--- config.mk ---
export PLATFORM = sky130hd
export DESIGN_NAME = lhi_interrupt_unit
export DESIGN_NICKNAME = d
export VERILOG_FILES = /design/src/rtl/lhi_pkg.sv /design/src/rtl/lhi_interrupt_unit.sv
export SDC_FILE = /design/constraint.sdc
export NUM_CORES = 1
export LEC_CHECK = 0
export BUFFER_PORTS_ARGS = -buffer_cell sky130_fd_sc_hd__buf_4
export CAP_MARGIN = 20
export CORE_UTILIZATION = 30
export DETAILED_ROUTE_END_ITERATION = 16
export GPL_TIMING_DRIVEN = 1
export PLACE_DENSITY = 0.6
export SYNTH_ARGS = -nofsm -noshare
export SYNTH_HDL_FRONTEND = slang
export SYNTH_SLANG_ARGS = --single-unit
--- constraint.sdc ---
create_clock -name CORE_CLK -period 2.1 [get_ports CORE_CLK]
set_clock_uncertainty 0.05 [all_clocks]
set_input_delay 0.21 -clock CORE_CLK [delete_from_list [all_inputs] [get_ports CORE_CLK]]
set_output_delay 0.21 -clock CORE_CLK [all_outputs]
set_load 0.05 [all_outputs]
--- src/rtl/lhi_pkg.sv ---
// Package for the link host interrupt unit: offsets, fields, types
package lhi_pkg;
  localparam int unsigned ADDR_W = 12;
  localparam int unsigned DATA_W = 32;

  localparam logic [11:0] OFS_EVT_SET  = 12'h080;
  localparam logic [11:0] OFS_EVT_CLR  = 12'h084;
  localparam logic [11:0] OFS_MSK_SET  = 12'h088;
  localparam logic [11:0] OFS_MSK_CLR  = 12'h08C;
  localparam logic [11:0] OFS_ITE_SET  = 12'h090;
  localparam logic [11:0] OFS_ITE_CLR  = 12'h094;
  localparam logic [11:0] OFS_ITM_SET  = 12'h098;
  localparam logic [11:0] OFS_ITM_CLR  = 12'h09C;
  localparam logic [11:0] OFS_IRE_SET  = 12'h0A0;
  localparam logic [11:0] OFS_IRE_CLR  = 12'h0A4;
  localparam logic [11:0] OFS_IRM_SET  = 12'h0A8;
  localparam logic [11:0] OFS_IRM_CLR  = 12'h0AC;
  localparam logic [11:0] OFS_LNK_SET  = 12'h0E0;
  localparam logic [11:0] OFS_LNK_CLR  = 12'h0E4;

  localparam int unsigned BIT_ATX_REQ   = 0;
  localparam int unsigned BIT_ATX_RSP   = 1;
  localparam int unsigned BIT_ARX_REQ   = 2;
  localparam int unsigned BIT_ARX_RSP   = 3;
  localparam int unsigned BIT_RQ_PKT    = 4;
  localparam int unsigned BIT_RS_PKT    = 5;
  localparam int unsigned BIT_ISO_TX    = 6;
  localparam int unsigned BIT_ISO_RX    = 7;
  localparam int unsigned BIT_PW_ERR    = 8;
  localparam int unsigned BIT_LOCK_ERR  = 9;
  localparam int unsigned BIT_SELFID    = 16;
  localparam int unsigned BIT_BUS_RST   = 17;
  localparam int unsigned BIT_UNRECOV   = 24;
  localparam int unsigned BIT_CYC_LONG  = 25;
  localparam int unsigned BIT_MASTER_EN = 31;
  localparam int unsigned BIT_CYC_MSTR  = 21;
  localparam int unsigned BIT_CYC_TMR   = 20;

  localparam logic [31:0] EVT_VALID  = 32'h0303_03FF;
  localparam logic [31:0] MSK_VALID  = 32'h87FF_FFFF;
  localparam logic [31:0] LNK_VALID  = 32'h0030_0600;
  localparam logic [31:0] ZERO_WORD  = 32'h0000_0000;
  localparam logic [3:0]  ISO_ZERO   = 4'h0;

  localparam int unsigned ISO_CTX     = 4;
  localparam int unsigned CYC_LONG_US = 115;
  localparam int unsigned CLK_MHZ     = 100;
  localparam int unsigned CYC_LONG_CYCLES = CYC_LONG_US * CLK_MHZ + 1;

  // Hardware event pulses from the DMA and link paths
  typedef struct packed {
    logic       atx_req_done;
    logic       atx_rsp_done;
    logic       arx_req_done;
    logic       arx_rsp_done;
    logic       rq_pkt_stored;
    logic       rs_pkt_stored;
    logic       pw_err;
    logic       lock_err;
    logic       selfid_done;
    logic       bus_reset;
    logic       unrecov;
    logic [3:0] iso_tx_done;
    logic [3:0] iso_rx_done;
  } lhi_event_t;

  // Register port request
  typedef struct packed {
    logic [11:0] addr;
    logic [31:0] wdata;
    logic        wr;
    logic        rd;
  } lhi_req_t;
endpackage : lhi_pkg

--- src/rtl/lhi_interrupt_unit.sv ---
// Interrupt aggregation unit of the link host controller
//
// Contract
// Self-ID stream complete sets event 16
// Lock response without ack_complete sets 9
// Posted write host error sets 8
// Bit 7 is masked iso receive OR
// Bit 6 is masked iso transmit OR
// Response buffer packet sets event 5
// Request buffer packet sets event 4
// Receive descriptor completions set 3, 2
// Transmit command completions set 1, 0
// Zero mask blocks interrupt, event still kept
// Mask set/clear addresses, read returns mask
// Mask bit 31 is master enable
// Iso transmit done with always-interrupt sets bit
// Iso receive done with always-interrupt sets bit
// Iso event sets only when mask set
// Software clears iso events via clear address
// Iso mask bits enable context interrupts
// Cycle too long clears cycle master, blocks set
// Cycle over 115 us sets event 25
// Halting error sets event 24
// PHY bus reset sets event 17
// Interrupt when enabled and masked event pending
//
// The plain strobed port was decided locally.
`timescale 1ns/1ps
module lhi_interrupt_unit
  import lhi_pkg::*;
#(
  parameter int unsigned CYC_LONG_CNT = lhi_pkg::CYC_LONG_CYCLES
) (
  input  wire logic              CORE_CLK,
  input  wire logic              SYS_RST,
  input  wire logic              SOFT_RST,
  input  wire lhi_pkg::lhi_req_t REG_REQ,
  output logic [31:0]            REG_RDATA,
  input  wire lhi_pkg::lhi_event_t EVENTS,
  input  wire logic              CYC_START_TX,
  input  wire logic              SUBACTION_GAP,
  output logic                   CYCLE_MASTER,
  output logic                   CYCLE_TIMER_EN,
  output logic                   HOST_IRQ
);
  import lhi_pkg::*;

  typedef enum logic [1:0] {
    CT_IDLE = 2'b01,
    CT_RUN  = 2'b10
  } lhi_ct_state_t;

  logic [31:0]   evt_reg;
  logic [31:0]   msk_reg;
  logic [3:0]    ite_reg;
  logic [3:0]    itm_reg;
  logic [3:0]    ire_reg;
  logic [3:0]    irm_reg;
  logic [31:0]   lnk_reg;
  logic [31:0]   rdata_reg;
  logic [31:0]   rdata_next;
  logic [31:0]   evt_set;
  logic [31:0]   evt_next;
  logic [31:0]   lnk_next;
  logic          iso_tx_any;
  logic          iso_rx_any;
  logic          cyc_long;
  logic          rst;
  logic [15:0]   ct_cnt_reg;
  lhi_ct_state_t ct_state_reg;

  assign rst = SYS_RST | SOFT_RST;

  function automatic logic hit(input logic [11:0] ofs);
    hit = REG_REQ.wr && (REG_REQ.addr == ofs);
  endfunction : hit

  // Cycle length watchdog from cycle start to subaction gap
  always_ff @(posedge CORE_CLK) begin
    if (rst) begin
      ct_state_reg <= CT_IDLE;
      ct_cnt_reg   <= 16'h0000;
    end else begin
      unique case (ct_state_reg)
        CT_IDLE: begin
          if (CYC_START_TX) begin
            ct_state_reg <= CT_RUN;
            ct_cnt_reg   <= 16'h0000;
          end
        end
        CT_RUN: begin
          if (SUBACTION_GAP || cyc_long) begin
            ct_state_reg <= CT_IDLE;
          end else begin
            ct_cnt_reg <= ct_cnt_reg + 16'h0001;
          end
        end
      endcase
    end
  end
  // Fires exactly one cycle past 115 us, well under 120 us
  assign cyc_long = (ct_state_reg == CT_RUN) && !SUBACTION_GAP
                    && (ct_cnt_reg == 16'(CYC_LONG_CNT - 1));

  // A gap in the same cycle as the limit still counts as in time
  chk_ct_gap: assert property (@(posedge CORE_CLK) disable iff (rst)
    SUBACTION_GAP |-> !cyc_long)
    else $error("Cycle too long despite gap");
  chk_ct_restart: assert property (@(posedge CORE_CLK) disable iff (rst)
    (ct_state_reg == CT_IDLE) && CYC_START_TX |=> (ct_state_reg == CT_RUN) && (ct_cnt_reg == 16'h0000))
    else $error("Cycle watchdog did not start");
  chk_ct_count: assert property (@(posedge CORE_CLK) disable iff (rst)
    (ct_state_reg == CT_RUN) && !SUBACTION_GAP && !cyc_long |=> ct_cnt_reg == $past(ct_cnt_reg) + 16'h0001)
    else $error("Cycle watchdog count skipped");
  chk_cyc_long_evt: assert property (@(posedge CORE_CLK) disable iff (rst)
    cyc_long |=> evt_reg[BIT_CYC_LONG])
    else $error("Cycle too long event not recorded");

  assign iso_tx_any = |(ite_reg & itm_reg);
  assign iso_rx_any = |(ire_reg & irm_reg);

  always_comb begin
    evt_set = ZERO_WORD;
    evt_set[BIT_SELFID]   = EVENTS.selfid_done;
    evt_set[BIT_LOCK_ERR] = EVENTS.lock_err;
    evt_set[BIT_PW_ERR]   = EVENTS.pw_err;
    evt_set[BIT_RS_PKT]   = EVENTS.rs_pkt_stored;
    evt_set[BIT_RQ_PKT]   = EVENTS.rq_pkt_stored;
    evt_set[BIT_ARX_RSP]  = EVENTS.arx_rsp_done;
    evt_set[BIT_ARX_REQ]  = EVENTS.arx_req_done;
    evt_set[BIT_ATX_RSP]  = EVENTS.atx_rsp_done;
    evt_set[BIT_ATX_REQ]  = EVENTS.atx_req_done;
    evt_set[BIT_CYC_LONG] = cyc_long;
    evt_set[BIT_UNRECOV]  = EVENTS.unrecov;
    evt_set[BIT_BUS_RST]  = EVENTS.bus_reset;
  end

  // Hardware set wins over a same-cycle clear, clear wins over a software set; bits 7 and 6 mirror the iso groups
  always_comb begin
    evt_next = evt_reg;
    if (hit(OFS_EVT_SET)) begin
      evt_next = evt_next | REG_REQ.wdata;
    end
    if (hit(OFS_EVT_CLR)) begin
      evt_next = evt_next & ~REG_REQ.wdata;
    end
    evt_next = (evt_next | evt_set) & EVT_VALID;
    evt_next[BIT_ISO_TX] = iso_tx_any;
    evt_next[BIT_ISO_RX] = iso_rx_any;
  end

  always_ff @(posedge CORE_CLK) begin
    if (rst) begin
      evt_reg <= ZERO_WORD;
    end else begin
      evt_reg <= evt_next;
    end
  end

  chk_pw_set: assert property (@(posedge CORE_CLK) disable iff (rst)
    EVENTS.pw_err |=> evt_reg[BIT_PW_ERR])
    else $error("Posted write error not recorded");
  chk_rs_pkt_set: assert property (@(posedge CORE_CLK) disable iff (rst)
    EVENTS.rs_pkt_stored |=> evt_reg[BIT_RS_PKT])
    else $error("Response packet event not recorded");
  chk_rq_pkt_set: assert property (@(posedge CORE_CLK) disable iff (rst)
    EVENTS.rq_pkt_stored |=> evt_reg[BIT_RQ_PKT])
    else $error("Request packet event not recorded");
  chk_arx_rsp_set: assert property (@(posedge CORE_CLK) disable iff (rst)
    EVENTS.arx_rsp_done |=> evt_reg[BIT_ARX_RSP])
    else $error("Receive response done not recorded");
  chk_arx_req_set: assert property (@(posedge CORE_CLK) disable iff (rst)
    EVENTS.arx_req_done |=> evt_reg[BIT_ARX_REQ])
    else $error("Receive request done not recorded");
  chk_atx_rsp_set: assert property (@(posedge CORE_CLK) disable iff (rst)
    EVENTS.atx_rsp_done |=> evt_reg[BIT_ATX_RSP])
    else $error("Transmit response done not recorded");
  chk_atx_req_set: assert property (@(posedge CORE_CLK) disable iff (rst)
    EVENTS.atx_req_done |=> evt_reg[BIT_ATX_REQ])
    else $error("Transmit request done not recorded");
  chk_unrecov_set: assert property (@(posedge CORE_CLK) disable iff (rst)
    EVENTS.unrecov |=> evt_reg[BIT_UNRECOV])
    else $error("Halting error not recorded");
  chk_bus_rst_set: assert property (@(posedge CORE_CLK) disable iff (rst)
    EVENTS.bus_reset |=> evt_reg[BIT_BUS_RST])
    else $error("Bus reset event not recorded");
  chk_evt_sticky: assert property (@(posedge CORE_CLK) disable iff (rst)
    evt_reg[BIT_SELFID] && !hit(OFS_EVT_CLR) |=> evt_reg[BIT_SELFID])
    else $error("Event bit lost without clear");
  chk_iso_rx_sum: assert property (@(posedge CORE_CLK) disable iff (rst)
    ##1 evt_reg[BIT_ISO_RX] == $past(iso_rx_any))
    else $error("Iso receive summary wrong");

  always_ff @(posedge CORE_CLK) begin
    if (rst) begin
      msk_reg <= ZERO_WORD;
    end else if (hit(OFS_MSK_SET)) begin
      msk_reg <= (msk_reg | REG_REQ.wdata) & MSK_VALID;
    end else if (hit(OFS_MSK_CLR)) begin
      msk_reg <= msk_reg & ~REG_REQ.wdata;
    end
  end

  chk_mask_clear: assert property (@(posedge CORE_CLK) disable iff (rst)
    hit(OFS_MSK_CLR) |=> (msk_reg & $past(REG_REQ.wdata)) == ZERO_WORD)
    else $error("Mask clear write lost");

  always_ff @(posedge CORE_CLK) begin
    if (rst) begin
      itm_reg <= ISO_ZERO;
      irm_reg <= ISO_ZERO;
    end else begin
      if (hit(OFS_ITM_SET)) begin
        itm_reg <= itm_reg | REG_REQ.wdata[ISO_CTX-1:0];
      end else if (hit(OFS_ITM_CLR)) begin
        itm_reg <= itm_reg & ~REG_REQ.wdata[ISO_CTX-1:0];
      end
      if (hit(OFS_IRM_SET)) begin
        irm_reg <= irm_reg | REG_REQ.wdata[ISO_CTX-1:0];
      end else if (hit(OFS_IRM_CLR)) begin
        irm_reg <= irm_reg & ~REG_REQ.wdata[ISO_CTX-1:0];
      end
    end
  end

  // Iso event bits: sets gated by the mask, set wins over clear
  always_ff @(posedge CORE_CLK) begin
    if (rst) begin
      ite_reg <= ISO_ZERO;
      ire_reg <= ISO_ZERO;
    end else begin
      ite_reg <= ((hit(OFS_ITE_CLR) ? ite_reg & ~REG_REQ.wdata[ISO_CTX-1:0] : ite_reg)
                 | ((EVENTS.iso_tx_done
                   | (hit(OFS_ITE_SET) ? REG_REQ.wdata[ISO_CTX-1:0] : ISO_ZERO))
                   & itm_reg));
      ire_reg <= ((hit(OFS_IRE_CLR) ? ire_reg & ~REG_REQ.wdata[ISO_CTX-1:0] : ire_reg)
                 | ((EVENTS.iso_rx_done
                   | (hit(OFS_IRE_SET) ? REG_REQ.wdata[ISO_CTX-1:0] : ISO_ZERO))
                   & irm_reg));
    end
  end

  // Iso masks and events checked per context bit
  chk_itm_set: assert property (@(posedge CORE_CLK) disable iff (rst)
    hit(OFS_ITM_SET) |=> (itm_reg & $past(REG_REQ.wdata[ISO_CTX-1:0]))
                         == $past(REG_REQ.wdata[ISO_CTX-1:0]))
    else $error("Iso transmit mask set lost");
  chk_itm_clear: assert property (@(posedge CORE_CLK) disable iff (rst)
    hit(OFS_ITM_CLR) |=> (itm_reg & $past(REG_REQ.wdata[ISO_CTX-1:0])) == ISO_ZERO)
    else $error("Iso transmit mask clear lost");
  chk_irm_set: assert property (@(posedge CORE_CLK) disable iff (rst)
    hit(OFS_IRM_SET) |=> (irm_reg & $past(REG_REQ.wdata[ISO_CTX-1:0]))
                         == $past(REG_REQ.wdata[ISO_CTX-1:0]))
    else $error("Iso receive mask set lost");
  chk_irm_clear: assert property (@(posedge CORE_CLK) disable iff (rst)
    hit(OFS_IRM_CLR) |=> (irm_reg & $past(REG_REQ.wdata[ISO_CTX-1:0])) == ISO_ZERO)
    else $error("Iso receive mask clear lost");
  chk_ite_hw_set: assert property (@(posedge CORE_CLK) disable iff (rst)
    ##1 (ite_reg & $past(EVENTS.iso_tx_done & itm_reg)) == $past(EVENTS.iso_tx_done & itm_reg))
    else $error("Iso transmit completion lost");
  chk_ire_hw_set: assert property (@(posedge CORE_CLK) disable iff (rst)
    ##1 (ire_reg & $past(EVENTS.iso_rx_done & irm_reg)) == $past(EVENTS.iso_rx_done & irm_reg))
    else $error("Iso receive completion lost");
  chk_ite_clear: assert property (@(posedge CORE_CLK) disable iff (rst)
    hit(OFS_ITE_CLR) |=>
      (ite_reg & $past(REG_REQ.wdata[ISO_CTX-1:0] & ~EVENTS.iso_tx_done)) == ISO_ZERO)
    else $error("Iso transmit event clear lost");
  chk_ire_clear: assert property (@(posedge CORE_CLK) disable iff (rst)
    hit(OFS_IRE_CLR) |=>
      (ire_reg & $past(REG_REQ.wdata[ISO_CTX-1:0] & ~EVENTS.iso_rx_done)) == ISO_ZERO)
    else $error("Iso receive event clear lost");
  chk_iso_tx_gate: assert property (@(posedge CORE_CLK) disable iff (rst)
    (ite_reg & ~$past(ite_reg) & ~$past(itm_reg)) == ISO_ZERO)
    else $error("Iso transmit bit set while masked");

  // Cycle master cannot be set while the too-long event stands
  always_comb begin
    lnk_next = lnk_reg;
    if (hit(OFS_LNK_SET)) begin
      lnk_next = lnk_next | (REG_REQ.wdata & LNK_VALID);
    end
    if (hit(OFS_LNK_CLR)) begin
      lnk_next = lnk_next & ~REG_REQ.wdata;
    end
    if (evt_reg[BIT_CYC_LONG] || cyc_long) begin
      lnk_next[BIT_CYC_MSTR] = 1'b0;
    end
  end

  always_ff @(posedge CORE_CLK) begin
    if (rst) begin
      lnk_reg <= ZERO_WORD;
    end else begin
      lnk_reg <= lnk_next;
    end
  end

  // Software set cannot win while the too-long event stands
  chk_cycmstr_block: assert property (@(posedge CORE_CLK) disable iff (rst)
    evt_reg[BIT_CYC_LONG] |=> !CYCLE_MASTER)
    else $error("Cycle master set while event stands");
  chk_lnk_clear: assert property (@(posedge CORE_CLK) disable iff (rst)
    hit(OFS_LNK_CLR) |=> (lnk_reg & $past(REG_REQ.wdata)) == ZERO_WORD)
    else $error("Link control clear lost");

  always_comb begin
    rdata_next = ZERO_WORD;
    if (REG_REQ.rd) begin
      unique case (REG_REQ.addr)
        OFS_EVT_SET, OFS_EVT_CLR: rdata_next = evt_reg;
        OFS_MSK_SET, OFS_MSK_CLR: rdata_next = msk_reg;
        OFS_ITE_SET, OFS_ITE_CLR: rdata_next = {28'h000_0000, ite_reg};
        OFS_ITM_SET, OFS_ITM_CLR: rdata_next = {28'h000_0000, itm_reg};
        OFS_IRE_SET, OFS_IRE_CLR: rdata_next = {28'h000_0000, ire_reg};
        OFS_IRM_SET, OFS_IRM_CLR: rdata_next = {28'h000_0000, irm_reg};
        OFS_LNK_SET, OFS_LNK_CLR: rdata_next = lnk_reg;
        default:                  rdata_next = ZERO_WORD;
      endcase
    end
  end

  always_ff @(posedge CORE_CLK) begin
    if (rst) begin
      rdata_reg <= ZERO_WORD;
    end else begin
      rdata_reg <= rdata_next;
    end
  end

  chk_rdata_idle: assert property (@(posedge CORE_CLK) disable iff (rst)
    !REG_REQ.rd |=> REG_RDATA == ZERO_WORD)
    else $error("Read data outside read slot");
  chk_rdata_mask: assert property (@(posedge CORE_CLK) disable iff (rst)
    REG_REQ.rd && (REG_REQ.addr == OFS_MSK_CLR) |=> REG_RDATA == $past(msk_reg))
    else $error("Mask read returned wrong value");
  chk_rdata_iso: assert property (@(posedge CORE_CLK) disable iff (rst)
    REG_REQ.rd && (REG_REQ.addr == OFS_ITM_SET) |=> REG_RDATA == {28'h000_0000, $past(itm_reg)})
    else $error("Iso mask read returned wrong value");

  // Registered so a glitch on the event inputs never reaches the CPU
  logic irq_reg;
  always_ff @(posedge CORE_CLK) begin
    if (rst) begin
      irq_reg <= 1'b0;
    end else begin
      irq_reg <= msk_reg[BIT_MASTER_EN] && |(evt_reg & msk_reg & EVT_VALID);
    end
  end

  assign REG_RDATA      = rdata_reg;
  assign HOST_IRQ       = irq_reg;
  assign CYCLE_MASTER   = lnk_reg[BIT_CYC_MSTR];
  assign CYCLE_TIMER_EN = lnk_reg[BIT_CYC_TMR];

  chk_master_gate: assert property (@(posedge CORE_CLK) disable iff (rst)
    !msk_reg[BIT_MASTER_EN] |=> !HOST_IRQ)
    else $error("Interrupt raised with master enable off");
  chk_irq_cause: assert property (@(posedge CORE_CLK) disable iff (rst)
    HOST_IRQ |-> $past(|(evt_reg & msk_reg & EVT_VALID)))
    else $error("Interrupt without masked event");
  chk_selfid_set: assert property (@(posedge CORE_CLK) disable iff (rst)
    EVENTS.selfid_done |=> evt_reg[BIT_SELFID])
    else $error("Self-ID event not recorded");
  chk_lock_set: assert property (@(posedge CORE_CLK) disable iff (rst)
    EVENTS.lock_err |=> evt_reg[BIT_LOCK_ERR])
    else $error("Lock error not recorded");
  chk_iso_tx_sum: assert property (@(posedge CORE_CLK) disable iff (rst)
    ##1 evt_reg[BIT_ISO_TX] == $past(iso_tx_any))
    else $error("Iso transmit summary wrong");
  chk_iso_rx_gate: assert property (@(posedge CORE_CLK) disable iff (rst)
    (ire_reg & ~$past(ire_reg) & ~$past(irm_reg)) == ISO_ZERO)
    else $error("Iso receive bit set while masked");
  chk_cycmstr_drop: assert property (@(posedge CORE_CLK) disable iff (rst)
    cyc_long |=> !CYCLE_MASTER [*2])
    else $error("Cycle master not cleared");
  chk_cyc_long_time: assert property (@(posedge CORE_CLK) disable iff (rst)
    cyc_long |-> ct_cnt_reg == 16'(CYC_LONG_CNT - 1))
    else $error("Cycle too long at wrong time");
  chk_mask_write: assert property (@(posedge CORE_CLK) disable iff (rst)
    hit(OFS_MSK_SET) |=> (msk_reg & ($past(REG_REQ.wdata) & MSK_VALID))
                         == ($past(REG_REQ.wdata) & MSK_VALID))
    else $error("Mask set write lost");
  chk_irq_rise: assert property (@(posedge CORE_CLK) disable iff (rst)
    msk_reg[BIT_MASTER_EN] && |(evt_reg & msk_reg & EVT_VALID) |=> HOST_IRQ)
    else $error("Enabled masked event gave no interrupt");
  chk_irq_fall: assert property (@(posedge CORE_CLK) disable iff (rst)
    !(|(evt_reg & msk_reg & EVT_VALID)) |=> !HOST_IRQ)
    else $error("Interrupt held with no masked event");
endmodule : lhi_interrupt_unit

==> metrics.yaml <==
clock_network:
  cts_inserted_buffers: 17
  cts_root_buf: "clkbuf_16"
  cts.path.max_buffers: 2
  cts_tree: "yes"
  htreeDepth: 4
  clk_transition_reported_paths_ps: 70
  ctsResizeCount: 0
  clkSinkCount: 145
  clk_latency_ps: 420
critical_path:
  r2r.worst_path.cells: 8
  worst_setup_path_end_kind: "flip-flop"
  worst-path-max-fanout: 48
  rr_startpoint: "ct_cnt_reg[0]"
  worst-r2r-setup-slack_ps: 230
  required_time_reported_for_the_critical_path_endpoint_ps: 2380
  worst_setup_path_startpoint: "REG_REQ[45]"
  cp_data_arrival_time_ps: 2190
  critical_path.startpoint_type: "primary input"
  timing.setup.critical_path_class: "in2reg"
final_layout:
  mostFrequentLayoutCell: "buf_4"
  number_of_non_filler_instances_in_the_completed_layout: 1121
  mostFrequentLayoutCells: "buf_4 (147), dfxtp_1 (145), a21oi_1 (102), nand2_1 (67), dlygate4sd3_1 (40)"
  postLayoutCoreUtil_pct: 43.0
  nFillCells: 1939
  area_delta_synth_final_pct: 40.5
  drive_gt1_share_pct: 23.3
  num-nets-final: 914
routing:
  route.vias.total: 5767
  drtIter0Drc: 368
  finalWirelength_microns: 18000
  antenna_violating_nets_post_route: 0
  route.detailed.vias_per_inst: 5.14
  wl_per_cell_microns: 16.1
  route.detailed.drc: 0
  drt_first_pass_iters: 5
synthesis:
  synth-edff-count: 0
  yosysSeqAreaShare_pct: 48.7
  dominantRegCellSynth: "dfxtp_1"
  avgSynthCellArea_sq_um: 8.78
  yosysWarnings: 0
  postSynthCellCount: 679
  postSynthRegisterBits: 145
  yosys.cell_types.count: 49
  synthArstFlopShare_pct: 0
  syn_area_sq_um: 5960
  synth_fp_nets: 751
floorplan:
  die_area_sq_um: 20400
  placeableCoreArea_sq_um: 19500
  chipWidth_microns: 143
  num_rows: 51
  initial_core_util_pct: 30.6
  ios: 105
  die_height_microns: 143
grt:
  grt_pass1_wl_microns: 29000
  grt.overflow.total: 0
  globalRouteTotalUtil_pct: 18.4
  via_count_of_the_first_global_routing_pass: 5437
  grt_start_max_net_pins: 49
  number_of_antenna_violations_at_the_first_check_in_global_routing: 1
run_status:
  violations: "hold timing"
  status: "complete, but fails checks"
sta:
  max_freq_mhz: 523
  final.hold.worst_slack_ps: -2.90
  post-route-min-period_ps: 1910
  worstMarginPinSlew_ps: 424
  setup_violations: 0
  hold_viol_final: 1
  slew-limit-headroom_pct: 71.5
  final-max-slew-violation-count: 0
  worst_slack_ps: 189
  grt_setup_unrepaired: "no"
  final_min_period_over_clock_period_pct: 91.0
power_and_ir_drop:
  netSwitchingPower_mw: 1.50
  power.share.clock_pct: 47.9
  leakage_power_total_nw: 3.15
  intPower_mw: 4.56
  worst_ir_drop_on_vdd_mv: 0.478
  power.share.combinational_pct: 6.3
  sequential_group_share_of_total_power_pct: 45.8
  power.share.switching_pct: 24.7
  power_dens_cells_nw_per_um2: 724
placement:
  gpl.final_weighted_congestion: 0.922
  dp_worst_setup_slack_ps: -253
  post-dp-hpwl_microns: 12600
  dp.cells: 1048
  io_buffer_count: 104
flow_run:
  max_cap_violations: 0
hold_path:
  min-delay-path-class: "in2reg"
  hold_path_depth: 3
  worst_hold_startpoint: "EVENTS[18]"
  hold_endpoint: "evt_reg[0]"
-- worst max-delay path, stage by stage --
cell and delay [ps]:
buf_4 110, or4_4 540, or2_0 210, buf_4 170, nor4_4 310, buf_12 270
a21oi_1 100, a311oi_1 260
-- synthesized netlist by cell type, types with 3 or more instances --
library cell	count	area [sq um]
nand2b_1	5	31.3
dfxtp_1	145	2900
o31ai_1	3	22.5
nor2_1	39	146
inv_1	24	90.1
buf_2	9	45.0
a222oi_1	3	30.0
nor3_1	10	50.1
a311oi_1	32	280
or3_1	9	56.3
buf_1	3	11.3
nand4_1	7	43.8
a221oi_1	3	26.3
a22oi_1	36	270
a21oi_1	102	510
o22ai_1	6	37.5
nand2_1	67	251
or2_2	4	25.0
nand3_1	19	95.1
o21ai_0	23	115
nor4_1	5	31.3
nor3b_1	3	22.5
clkbuf_1	39	146
a211oi_1	5	37.5
a31oi_1	13	81.3
mux2i_1	22	220
and3_1	11	68.8
-- logic make-up after synthesis --
logic type	Yosys count	synth area share (%)
AO/OA/AOI/OAI	240	25.7
AND/OR/NAND/NOR	193	16.0
flip-flops	145	48.7
buffers and inverters	75	4.91
multiplexers	23	4.07
adder cells (fa/ha/maj)	2	0.420
XOR/XNOR	1	0.147
-- per-stage QoR --
stage	area, sq um	total power, mW	TNS (ps)
floorplan	5970	2.96	-80.4
global placement	7400	3.16	-11360
detailed placement	7400	3.16	-12520
CTS	8370	6.11	0
global route	8370	6.26	0
finish	8370	6.06	0
-- per-layer routing --
layer / global-route usage, % / wire [microns]
met4: 6.28 / 233
met5: 0 / 0
met2: 30.1 / 8630
met3: 3.99 / 1030
met1: 23.7 / 8110
-- power by group through the flow --
stage | clock (mW) | sequential (mW) | combinational (mW)
after CTS | 2.95 | 2.78 | 0.382
after global routing | 3.08 | 2.78 | 0.411
after detailed placement | 0 | 2.84 | 0.321
final | 2.90 | 2.78 | 0.382
after floorplan | 0 | 2.83 | 0.128
after global placement | 0 | 2.84 | 0.323
-- final cells by class --
class | instances | area [sq um] | area share [%]
inverter | 24 | 90.1 | 1.08
timing repair buffer | 195 | 1660 | 19.9
multi-input combinational | 459 | 2810 | 33.6
tap | 265 | 332 | 3.96
clock buffer | 19 | 453 | 5.41
clock inverter | 13 | 118 | 1.40
sequential | 145 | 2900 | 34.7
antenna | 1 | 2.50 | 0.0299
-- worst max-delay path by stage --
stage / to / slack (ps)
final: msk_reg[12] / 190
after global placement: flip-flop / -200
after CTS: msk_reg[7] / 210
after detailed placement: msk_reg[12] / -250
after floorplan: flip-flop / -20
after global routing: msk_reg[8] / 70
-- repair_timing --
| action | CTS | global route |
|---|---|---|
| setup endpoints to repair | 0 | 0 |
| endpoints found under the hold margin | 64 | 0 |
| setup buffers | 0 | 0 |
| hold buffers | 40 | 0 |
(Power assumes the default switching activity.)
